### src/inc/mcp_pkg.sv
// Constants for the metering configuration and protection bank
`default_nettype none
package mcp_pkg;
   localparam int ADDR_W = 16;
   localparam int DATA_W = 32;
   // Register addresses
   localparam logic [15:0] ADDR_DIE_VERSION = 16'he707;
   localparam logic [15:0] ADDR_PROTECT_CTRL = 16'he7e3;
   localparam logic [15:0] ADDR_UNLOCK_KEY = 16'he7fe;
   localparam logic [15:0] ADDR_GAIN = 16'he60f;
   localparam logic [15:0] ADDR_CONFIG = 16'he618;
   localparam logic [15:0] ADDR_COMP_MODE = 16'he60e;
   localparam logic [15:0] ADDR_PULSE_CFG = 16'he610;
   localparam logic [15:0] ADDR_RUN = 16'he228;
   localparam logic [15:0] ADDR_LAST_ADDR = 16'he9fe;
   localparam logic [15:0] ADDR_LAST_DATA = 16'he9ff;
   localparam logic [15:0] ADDR_ENERGY_BASE = 16'he400;
   localparam logic [15:0] ADDR_RAM_BASE = 16'h4380;
   localparam logic [15:0] ADDR_INTEG_COEFF = 16'h4388;
   localparam logic [15:0] ADDR_WAVE_FIRST = 16'he880;
   localparam logic [15:0] ADDR_WAVE_LAST = 16'he89f;
   // Key and protection codes
   localparam logic [7:0] UNLOCK_KEY = 8'had;
   localparam logic [7:0] PROTECT_ON = 8'h80;
   localparam logic [7:0] PROTECT_OFF = 8'h00;
   localparam logic [23:0] INTEG_COEFF_RECOMMENDED = 24'hff8000;
   // Field positions
   localparam int GAIN_PHASE_LSB = 0;
   localparam int GAIN_NEUTRAL_LSB = 3;
   localparam int GAIN_VOLTAGE_LSB = 6;
   localparam int GAIN_FIELD_W = 3;
   localparam int CONFIG_INTEG_EN_BIT = 0;
   localparam int COMP_LINE_FREQ_BIT = 14;
   localparam int PULSE_DIS_LSB = 9;
   localparam int PULSE_COUNT = 3;
   localparam int ENERGY_COUNT = 4;
   // Reset values
   localparam logic [15:0] GAIN_RESET = 16'h0000;
   localparam logic [15:0] CONFIG_RESET = 16'h0000;
   localparam logic [15:0] COMP_MODE_RESET = 16'h0000;
   localparam logic [15:0] PULSE_CFG_RESET = 16'h0e00;
endpackage
`default_nettype wire

### src/logic/mcp_bank.sv
// Configuration, protection and last-access register bank
//
// Overview of operation
// - Key then 0x80 enables RAM protection
// - Key then 0x00 removes RAM protection
// - Energy registers clear on read
// - Pulse outputs enabled by clearing bits 9-11
// - Read-only die version at 0xE707
// - Reads record address and data
// - Burst SPI waveform reads record address plus one
// - Gain fields at bits 2:0, 5:3, 8:6
`timescale 1ns/1ps
`default_nettype none
module mcp_bank
   import mcp_pkg::*;
#(
   parameter logic [7:0] DIE_VERSION = 8'h5a, // Arbitrary value
   parameter int RAM_DEPTH = 16,
   parameter int WAVE_COUNT = 32,
   parameter int ENERGY_W = 32
) (
   // Clock and reset
   input wire logic i_clk,
   input wire logic i_reset_n,
   // Register access from the serial interface
   input wire logic i_rd,
   input wire logic i_wr,
   input wire logic i_burst_spi,
   input wire logic [mcp_pkg::ADDR_W-1:0] i_addr,
   input wire logic [mcp_pkg::DATA_W-1:0] i_wdata,
   output logic [mcp_pkg::DATA_W-1:0] o_rdata,
   output logic o_rvalid,
   // Measurement inputs
   input wire logic [WAVE_COUNT-1:0][23:0] i_waveform,
   input wire logic [mcp_pkg::ENERGY_COUNT-1:0] i_energy_step,
   // Control outputs
   output logic [2:0] o_phase_current_gain_sel,
   output logic [2:0] o_neutral_current_gain_sel,
   output logic [2:0] o_voltage_gain_sel,
   output logic o_integrator_enable,
   output logic o_line_frequency_select,
   output logic [mcp_pkg::PULSE_COUNT-1:0] o_pulse_enable,
   output logic o_dsp_run,
   output logic o_ram_protected
);
   import mcp_pkg::*;

   localparam int RAM_IDX_W = $clog2(RAM_DEPTH);

   logic [15:0] gain_q;
   logic [15:0] config_q;
   logic [15:0] comp_mode_q;
   logic [15:0] pulse_cfg_q;
   logic run_q;
   logic protect_q;
   logic key_armed_q;
   logic [DATA_W-1:0] ram_q [RAM_DEPTH];
   logic [ADDR_W-1:0] last_addr_q;
   logic [DATA_W-1:0] last_data_q;
   logic [DATA_W-1:0] rdata_q;
   logic rvalid_q;
   logic [ENERGY_COUNT-1:0][ENERGY_W-1:0] energy_value;
   logic [ENERGY_COUNT-1:0] energy_read;
   logic [ADDR_W-1:0] rec_addr;
   logic in_ram;
   logic [RAM_IDX_W-1:0] ram_idx;
   logic [ADDR_W-1:0] ram_off;

   assign ram_off = i_addr - ADDR_RAM_BASE;
   assign in_ram = (i_addr >= ADDR_RAM_BASE) && (ram_off < ADDR_W'(RAM_DEPTH));
   assign ram_idx = ram_off[RAM_IDX_W-1:0];

   // Read data for any address
   function automatic logic [DATA_W-1:0] read_mux(input logic [ADDR_W-1:0] a);
      logic [DATA_W-1:0] v;
      logic [ADDR_W-1:0] off;
      v = '0;
      off = a - ADDR_RAM_BASE;
      if ((a >= ADDR_RAM_BASE) && (off < ADDR_W'(RAM_DEPTH))) begin
         v = ram_q[off[RAM_IDX_W-1:0]];
      end else if ((a >= ADDR_WAVE_FIRST) && (a <= ADDR_WAVE_LAST)) begin
         off = a - ADDR_WAVE_FIRST;
         v = {{(DATA_W-24){i_waveform[off[4:0]][23]}}, i_waveform[off[4:0]]};
      end else if ((a >= ADDR_ENERGY_BASE) && (a < ADDR_ENERGY_BASE + ADDR_W'(ENERGY_COUNT))) begin
         off = a - ADDR_ENERGY_BASE;
         v = DATA_W'(energy_value[off[1:0]]);
      end else begin
         unique case (a)
            ADDR_DIE_VERSION: v = DATA_W'(DIE_VERSION);
            ADDR_PROTECT_CTRL: v = DATA_W'(protect_q ? PROTECT_ON : PROTECT_OFF);
            ADDR_GAIN: v = DATA_W'(gain_q);
            ADDR_CONFIG: v = DATA_W'(config_q);
            ADDR_COMP_MODE: v = DATA_W'(comp_mode_q);
            ADDR_PULSE_CFG: v = DATA_W'(pulse_cfg_q);
            ADDR_RUN: v = DATA_W'(run_q);
            ADDR_LAST_ADDR: v = DATA_W'(last_addr_q);
            ADDR_LAST_DATA: v = last_data_q;
            default: v = '0;
         endcase
      end
      return v;
   endfunction

   // Energy accumulators
   for (genvar g = 0; g < ENERGY_COUNT; g++) begin : g_energy
      assign energy_read[g] = i_rd && (i_addr == ADDR_ENERGY_BASE + ADDR_W'(g));
      mcp_energy_acc #(
         .WIDTH(ENERGY_W)
      ) u_acc (
         .i_clk(i_clk),
         .i_reset_n(i_reset_n),
         .i_step(i_energy_step[g]),
         .i_read(energy_read[g]),
         .o_value(energy_value[g])
      );
   end

   // Configuration registers
   always_ff @(posedge i_clk) begin
      if (!i_reset_n) begin
         gain_q <= GAIN_RESET;
         config_q <= CONFIG_RESET;
         comp_mode_q <= COMP_MODE_RESET;
         pulse_cfg_q <= PULSE_CFG_RESET;
         run_q <= 1'b0;
      end else if (i_wr) begin
         unique case (i_addr)
            ADDR_GAIN: gain_q <= i_wdata[15:0];
            ADDR_CONFIG: config_q <= i_wdata[15:0];
            ADDR_COMP_MODE: comp_mode_q <= i_wdata[15:0];
            ADDR_PULSE_CFG: pulse_cfg_q <= i_wdata[15:0];
            ADDR_RUN: run_q <= i_wdata[0];
            default: ;
         endcase
      end
   end

   // Unlock key is armed only for the very next access
   always_ff @(posedge i_clk) begin
      if (!i_reset_n) begin
         key_armed_q <= 1'b0;
      end else if (i_wr || i_rd) begin
         key_armed_q <= i_wr && (i_addr == ADDR_UNLOCK_KEY) && (i_wdata[7:0] == UNLOCK_KEY);
      end
   end

   // Protection state
   always_ff @(posedge i_clk) begin
      if (!i_reset_n) begin
         protect_q <= 1'b0;
      end else if (i_wr && (i_addr == ADDR_PROTECT_CTRL) && key_armed_q) begin
         if (i_wdata[7:0] == PROTECT_ON) begin
            protect_q <= 1'b1;
         end else if (i_wdata[7:0] == PROTECT_OFF) begin
            protect_q <= 1'b0;
         end
      end
   end

   // Data memory RAM, writes blocked while protected
   always_ff @(posedge i_clk) begin
      if (!i_reset_n) begin
         for (int i = 0; i < RAM_DEPTH; i++) begin
            ram_q[i] <= '0;
         end
      end else if (i_wr && in_ram && !protect_q) begin
         ram_q[ram_idx] <= i_wdata;
      end
   end

   // Burst SPI waveform reads record the following address
   always_comb begin
      rec_addr = i_addr;
      if (i_burst_spi && (i_addr >= ADDR_WAVE_FIRST) && (i_addr <= ADDR_WAVE_LAST)) begin
         rec_addr = i_addr + ADDR_W'(1);
      end
   end

   // Last-access verification registers
   always_ff @(posedge i_clk) begin
      if (!i_reset_n) begin
         last_addr_q <= '0;
         last_data_q <= '0;
      end else if (i_rd) begin
         last_addr_q <= rec_addr;
         last_data_q <= read_mux(rec_addr);
      end
   end

   // Read answer one cycle after the request
   always_ff @(posedge i_clk) begin
      if (!i_reset_n) begin
         rdata_q <= '0;
         rvalid_q <= 1'b0;
      end else begin
         rvalid_q <= i_rd;
         if (i_rd) begin
            rdata_q <= read_mux(i_addr);
         end
      end
   end

   assign o_rdata = rdata_q;
   assign o_rvalid = rvalid_q;
   assign o_phase_current_gain_sel = gain_q[GAIN_PHASE_LSB +: GAIN_FIELD_W];
   assign o_neutral_current_gain_sel = gain_q[GAIN_NEUTRAL_LSB +: GAIN_FIELD_W];
   assign o_voltage_gain_sel = gain_q[GAIN_VOLTAGE_LSB +: GAIN_FIELD_W];
   assign o_integrator_enable = config_q[CONFIG_INTEG_EN_BIT];
   assign o_line_frequency_select = comp_mode_q[COMP_LINE_FREQ_BIT];
   assign o_pulse_enable = ~pulse_cfg_q[PULSE_DIS_LSB +: PULSE_COUNT];
   assign o_dsp_run = run_q;
   assign o_ram_protected = protect_q;
endmodule
`default_nettype wire

### src/logic/mcp_energy_acc.sv
// Energy accumulator that clears when it is read
`timescale 1ns/1ps
`default_nettype none
module mcp_energy_acc #(
   parameter int WIDTH = 32
) (
   // Clock and reset
   input wire logic i_clk,
   input wire logic i_reset_n,
   // Energy step and read strobe
   input wire logic i_step,
   input wire logic i_read,
   // Accumulated value
   output logic [WIDTH-1:0] o_value
);
   logic [WIDTH-1:0] acc_q;

   // Step in the read cycle is kept as the first count after the clear
   always_ff @(posedge i_clk) begin
      if (!i_reset_n) begin
         acc_q <= '0;
      end else if (i_read) begin
         acc_q <= i_step ? WIDTH'(1) : '0;
      end else if (i_step) begin
         acc_q <= acc_q + WIDTH'(1);
      end
   end

   assign o_value = acc_q;
endmodule
`default_nettype wire

### config.mk
export PLATFORM = sky130hd
export DESIGN_NAME = mcp_bank
export DESIGN_NICKNAME = d
export VERILOG_FILES = /design/src/inc/mcp_pkg.sv /design/src/logic/mcp_bank.sv /design/src/logic/mcp_energy_acc.sv
export SDC_FILE = /design/constraint.sdc
export NUM_CORES = 2
export LEC_CHECK = 0
export BUFFER_PORTS_ARGS = -buffer_cell sky130_fd_sc_hd__buf_2
export CORE_UTILIZATION = 40
export DETAILED_ROUTE_END_ITERATION = 6
export PLACE_DENSITY = 0.59
export REMOVE_ABC_BUFFERS = 1
export SKIP_CTS_REPAIR_TIMING = 1
export SYNTH_ARGS = -nofsm -noshare
export SYNTH_HDL_FRONTEND = slang
export SYNTH_SLANG_ARGS = --single-unit
### constraint.sdc
create_clock -name i_clk -period 6.45 [get_ports i_clk]
set_clock_uncertainty 0.1 [all_clocks]
set_input_delay 0 -clock i_clk [delete_from_list [all_inputs] [get_ports i_clk]]
set_output_delay 0 -clock i_clk [all_outputs]
set_load 0.01 [all_outputs]
Word level (Yosys, flattened, before mapping). Memories as Yosys holds them, arrays and structs flattened. Cells that the tools add are included.

Reductions and logical operators: 34. Eq/ne operators: 26. Add/sub/neg operators: 11. Muxes and demuxes: 39. Bitwise logic cells: 1. Magnitude comparators: 16.

Operator list (count): 32-bit case mux with 9 select lines (2); 32-bit 2-to-1 mux (17); 16-bit equality test (second input constant) (23); 24-bit binary-select mux with 5-bit select (2); 32-bit by 1-bit adder with 32-bit output (second input constant) (4); 32-bit binary-select mux with 2-bit select (2); 16-bit >= comparator (second input constant) (4); 24-bit 2-to-1 mux (2); 16-bit by 15-bit >= comparator with 1-bit output (second input constant) (2); 16-bit less-or-equal comparator (second input constant) (2); 16-bit < comparator (second input constant) (2); 16-bit by 5-bit < comparator with 1-bit output (second input constant) (2); 32-bit OR reduction (1); 16-bit by 15-bit subtractor with 16-bit output (second input constant) (2); 1-bit logical AND (18); 16-bit by 1-bit adder with 16-bit output (second input constant) (1); 8-bit equality test (second input constant) (2); 16-bit 2-to-1 mux (1); 2-bit AND reduction (7); 5-bit by 6-bit < comparator with 1-bit output (second input constant) (2); 1-bit 2-to-1 mux (11); 2-bit nonzero test (5); 5-bit by 1-bit subtractor with 5-bit output (second input constant) (2); 8-bit zero test (1); 8 further kinds (10).

Memories: 1. Register bits after elaboration: 276. Bits of input ports: 825. Word-level logic and storage cells: 143. Memory bits (writable): 512. Output and inout port bits: 49.

Memory list: ram_q (depth 16, width 32, rd ports 2, clocked after memory_dff 0, wr ports 16, line mcp_bank.sv:57) `logic [DATA_W-1:0] ram_q [RAM_DEPTH];`.

Longest topological paths before layout.
Word-level depth: 10. Depth in mapped cells: 17. Mapped depth without buffers: 11.

Hierarchy. Synthesis repeated with hierarchy kept, for this count alone.

Cells, all modules: 5570. Area total of the unflattened synthesis: 56402.8 µm².

Modules (own cells, without submodules): mcp_bank (seq. area each 18337.6 µm², cells each 4838, area an instance 50161.9 µm², instances 1); mcp_energy_acc (seq. area each 640.6 µm², cells each 183, area an instance 1560.2 µm², instances 4).

Worst setup path before layout. No wires, ideal clock.

Path kind: input port to flip-flop. Start point: in i_addr[0] in the netlist's numbering. End point: reg last_data_q[25]. Cell stages on the path: 15. Setup time: 0.117 ns. Data required time: 6.233 ns. Path slack: 2.694 ns. Data arrival time: 3.539 ns. Path buffers: 4. Cell sequence: buf_2 inv_1 buf_2 clkbuf_1 clkbuf_1 ha_1 or3b_2 or4_4 nand2b_4 a21oi_1 a2111oi_0 a2111oi_1 a2111oi_2 o21a_2 a22o_1.

Longest elaborated chain between the ends: 10. Elaborated cells between the ends (all ways): 29.

RTL lines: from (decl) (line mcp_bank.sv:29) `input wire logic [mcp_pkg::ADDR_W-1:0] i_addr,`; 16-bit >= comparator (line mcp_bank.sv:174) `if (i_burst_spi && (i_addr >= ADDR_WAVE_FIRST) && (i_addr <= ADDR_WAVE_LAST)) begin`; 1-bit logical AND (2 in series) (line mcp_bank.sv:174); 16-bit 2-to-1 mux (*) (line mcp_bank.sv:174); parallel branches: the longest is 6 deep, another holds 16-bit by 15-bit subtractor with 16-bit output; to (signal assigned) (line mcp_bank.sv:186) `last_data_q <= read_mux(rec_addr);`; to (decl) (line mcp_bank.sv:59) `logic [DATA_W-1:0] last_data_q;`.

Mark *: on every way between the ends. The select of a mux whose other input is x is not followed. A chain may end at the register's enable or synchronous reset.

Worst setup path after layout.
Start point: in i_addr[7] in the netlist's numbering. End point: reg last_data_q[8].

The elaborated chain is that of the path after synthesis.

==> impl_results.md <==
* Worst EP required at 7010 ps
* Overall die height at 373 microns
* Pins Over Slew Limit at 0
* Cell with the most instances after synthesis: nand2_1
* Clock slew at reported path FFs at around 70 ps
* Max-slew headroom at 3.53%
* Distinct cells, synth at 96
* Worst EP arrival at 6170 ps
* Vias in the first global route at 53500
* Multi-input gate area at 0.0320 sq mm
* Antenna-violating nets left at 0
* Seq pwr share at approximately two fifths
* Clk buf depth at 3
* Sequential fraction of the synthesis area at 37.9%
* Worst VDD drop at 240 uV
* Clock Sinks at 788
* CP Launch Type: input port
* IO buf count at 873
* Largest net degree at the start of global routing at between 100 and 150
* Result of the run: finished, violations left
* R2r setup slk at between 2000 and 3000 ps
* Net Sw Power at 0.00433 W
* FF-to-FF Start: o_ram_protected$_SDFFE_PN0P_
* Avg Cell Area, Syn at 10.1 sq um
* Setup-failing EPs final at 0
* Die X at 373 microns
* Period minus WS final at between 5000 and 6000 ps
* Layout cells sized above 1 at 28.0%
* Final hold vios at 1
* Final WS setup at 844 ps
* Yosys Warn Count at 0
* Initial Util at 40.5%
* Post-synthesis register bit count at 788
* Drt pass-1 iters at 7
* Worst-Margin Slew at between 1000 and 1500 ps
* CTS tree: built
* Grt total ovfl at 0
* Crit path kind: in2reg
* GP Congestion at 1.07
* Worst skew pair latency at approximately 740 ps
* Crit end category: flop
* Int Pwr at 0.00969 W
* I/O Pins at 874
* Fin crit share at about 87%
* Yosys top cell area share at approximately 28%
* Synthesized instance count at 5462
* Synthesized area at 0.0551 sq mm
* R2r worst-path depth at 4
* Max Cap Violations at 0
* RSZ-0062 raised after global routing: no
* Final hold slack at -27.0 ps
* Logic pwr share at 20.5%
* First-pass GRT wire length at 464000 microns
* Initial detailed-routing violation count at 9979
* Die area at 0.139 sq mm
* Final Total Pwr at 0.0140 W
* Total CTS buffers at between 90 and 100
* Hold Path Stages at 6
* H-tree lvl count at 3
* Drc violations at 17
* WHS Endpoint: last_data_q[14]$_SDFFE_PN0P_
* Share of total power in the clock network at 38.9%
* Rows at between 100 and 150
* Hpwl dp at 252000 microns
* Reg2reg end: ram_q[13][9]$_SDFFCE_PN0P_
* Post-synthesis async set-or-reset flop share at 0%
* Final Util at 48.2%
* Max FO, Critical Path at 38
* Largest cells by area after synthesis: edfxtp_1 28%, mux4_2 16%, dfxtp_1 10%
* Core area at 0.136 sq mm
* Place WS at 1360 ps
* Routed len/inst at 43.0 microns
* Worst Hold Launch: i_waveform[590]
* Ys flop type: edfxtp_1
* Sw frac at 30.9%
* Leading area contributor after synthesis: edfxtp_1
* Fillers at 13000
* Final WL at 348000 microns
* List of most frequent post-synthesis cells: 890 x nand2_1, 512 x edfxtp_1, 463 x and2_1
* Nets at approximately 7000
* Root Driver: clkbuf_16
* Leak Pwr at 24.8 nW
* Pwr/cell area at roughly 210 mW/mm^2
* Max Freq at 178 MHz
* Failing checks: design-rule violations, negative hold slack
* Area Growth Syn to Fin at 18.9%
* Total GRT Usage at between 40% and 50%
* Number of synthesized flops with an enable pin at 512
* Initial antenna violation count at 88
* Via count at just under 60000
* Routed vias/inst at 7.15
* Hold crit path type: in2reg
* Register area at 0.0209 sq mm
## state kept, by name, summed over array words and instances (netlist names), 32 cells and up
signal / cells
ram_q: 512
g_energy.u_acc.o_value: 128
last_data_q: 32
o_rdata: 32
## worst max path at each step
stage               cells past startpoint                           end  slack [ps]  startpoint
finish                                 17   last_data_q[8]$_SDFFE_PN0P_         840   i_addr[7]
global route                           17   last_data_q[8]$_SDFFE_PN0P_         800   i_addr[7]
CTS                                    12   last_data_q[7]$_SDFFE_PN0P_        2100   i_addr[0]
detailed placement                     12   last_data_q[7]$_SDFFE_PN0P_        1360   i_addr[0]
global placement                       12  last_data_q[21]$_SDFFE_PN0P_        1490   i_addr[7]
floorplan                               9  last_data_q[10]$_SDFFE_PN0P_      -18650   i_addr[8]
## through the flow
| stage | std cells | TNS, ps | cell area, sq um |
|---|---|---|---|
| 6_report | 8096 | 0 | 65600 |
| 5_1_grt | 8073 | 0 | 65500 |
| 4_1_cts | 7955 | 0 | 64600 |
| 3_5_place_dp | 7788 | 0 | 61600 |
| 3_3_place_gp | 7788 | 0 | 61600 |
| 2_1_floorplan | 4916 | -1087280 | 52700 |
## final cells by class
class                           instances  share of cell area (%)
Multi-Input combinational cell       4097                    48.9
Antenna cell                           58                   0.221
Sequential cell                       788                    31.9
Clock buffer                          132                    3.91
Tap cell                             1781                    3.40
Timing Repair Buffer                 1174                    10.8
Clock inverter                         35                   0.736
Inverter                               31                   0.179
## cell usage in the layout (no fill, tap or decap), types with 69 or more instances in the layout
| cell | count |
|---|---|
| mux4_2 | 399 |
| a21oi_1 | 213 |
| o221ai_1 | 70 |
| o21ai_0 | 99 |
| buf_4 | 202 |
| a31oi_1 | 80 |
| buf_2 | 867 |
| mux2i_1 | 263 |
| and3_1 | 196 |
| nand2_1 | 886 |
| xor2_1 | 69 |
| nor2_1 | 224 |
| and2_1 | 464 |
| a211oi_1 | 98 |
| edfxtp_1 | 512 |
| a32oi_1 | 110 |
| dlygate4sd3_1 | 83 |
| nand3_1 | 194 |
| dfxtp_1 | 276 |
| clkbuf_16 | 91 |
## critical path, cell delays in order
cell and delay (ps):
dlygate4sd3_1 510, buf_2 350, nor4b_4 370, and4_4 650, a21oi_1 430, nor2_4 460, buf_12 320, buf_4 440
buf_4 280, nand2_1 80, nand3_1 70, dlygate4sd3_1 560, nand3_1 80, dlygate4sd3_1 580, a21oi_1 160, a31o_2 170
dlygate4sd3_1 540
## routing by layer
layer  part of all wire (%)  vias up  track usage [%]
li1                       -    22400                -
met1                     34    28800             58.1
met2                     42     5411             70.3
met3                     14     1287             18.0
met4                    8.9       40             35.7
met5                   0.12        -             1.06
## power by group through the flow
stage / Sequential (W) / Combinational, W / Clock [W]
2_1_floorplan: 0.00574 / 0.00137 / 0
3_3_place_gp: 0.00578 / 0.00268 / 0
3_5_place_dp: 0.00579 / 0.00268 / 0
4_1_cts: 0.00568 / 0.00269 / 0.00543
5_1_grt: 0.00571 / 0.00288 / 0.00564
6_report: 0.00570 / 0.00288 / 0.00545
## logic make-up after synthesis
group,count (synthesis),synth area share [%]
simple gates,2226,20.0
xor+xnor,106,1.72
mux,685,21.5
flops,788,37.9
fa+ha+maj,12,0.272
compound gates,1068,14.0
buf+inv,577,4.64
(Power assumes the default switching activity.)
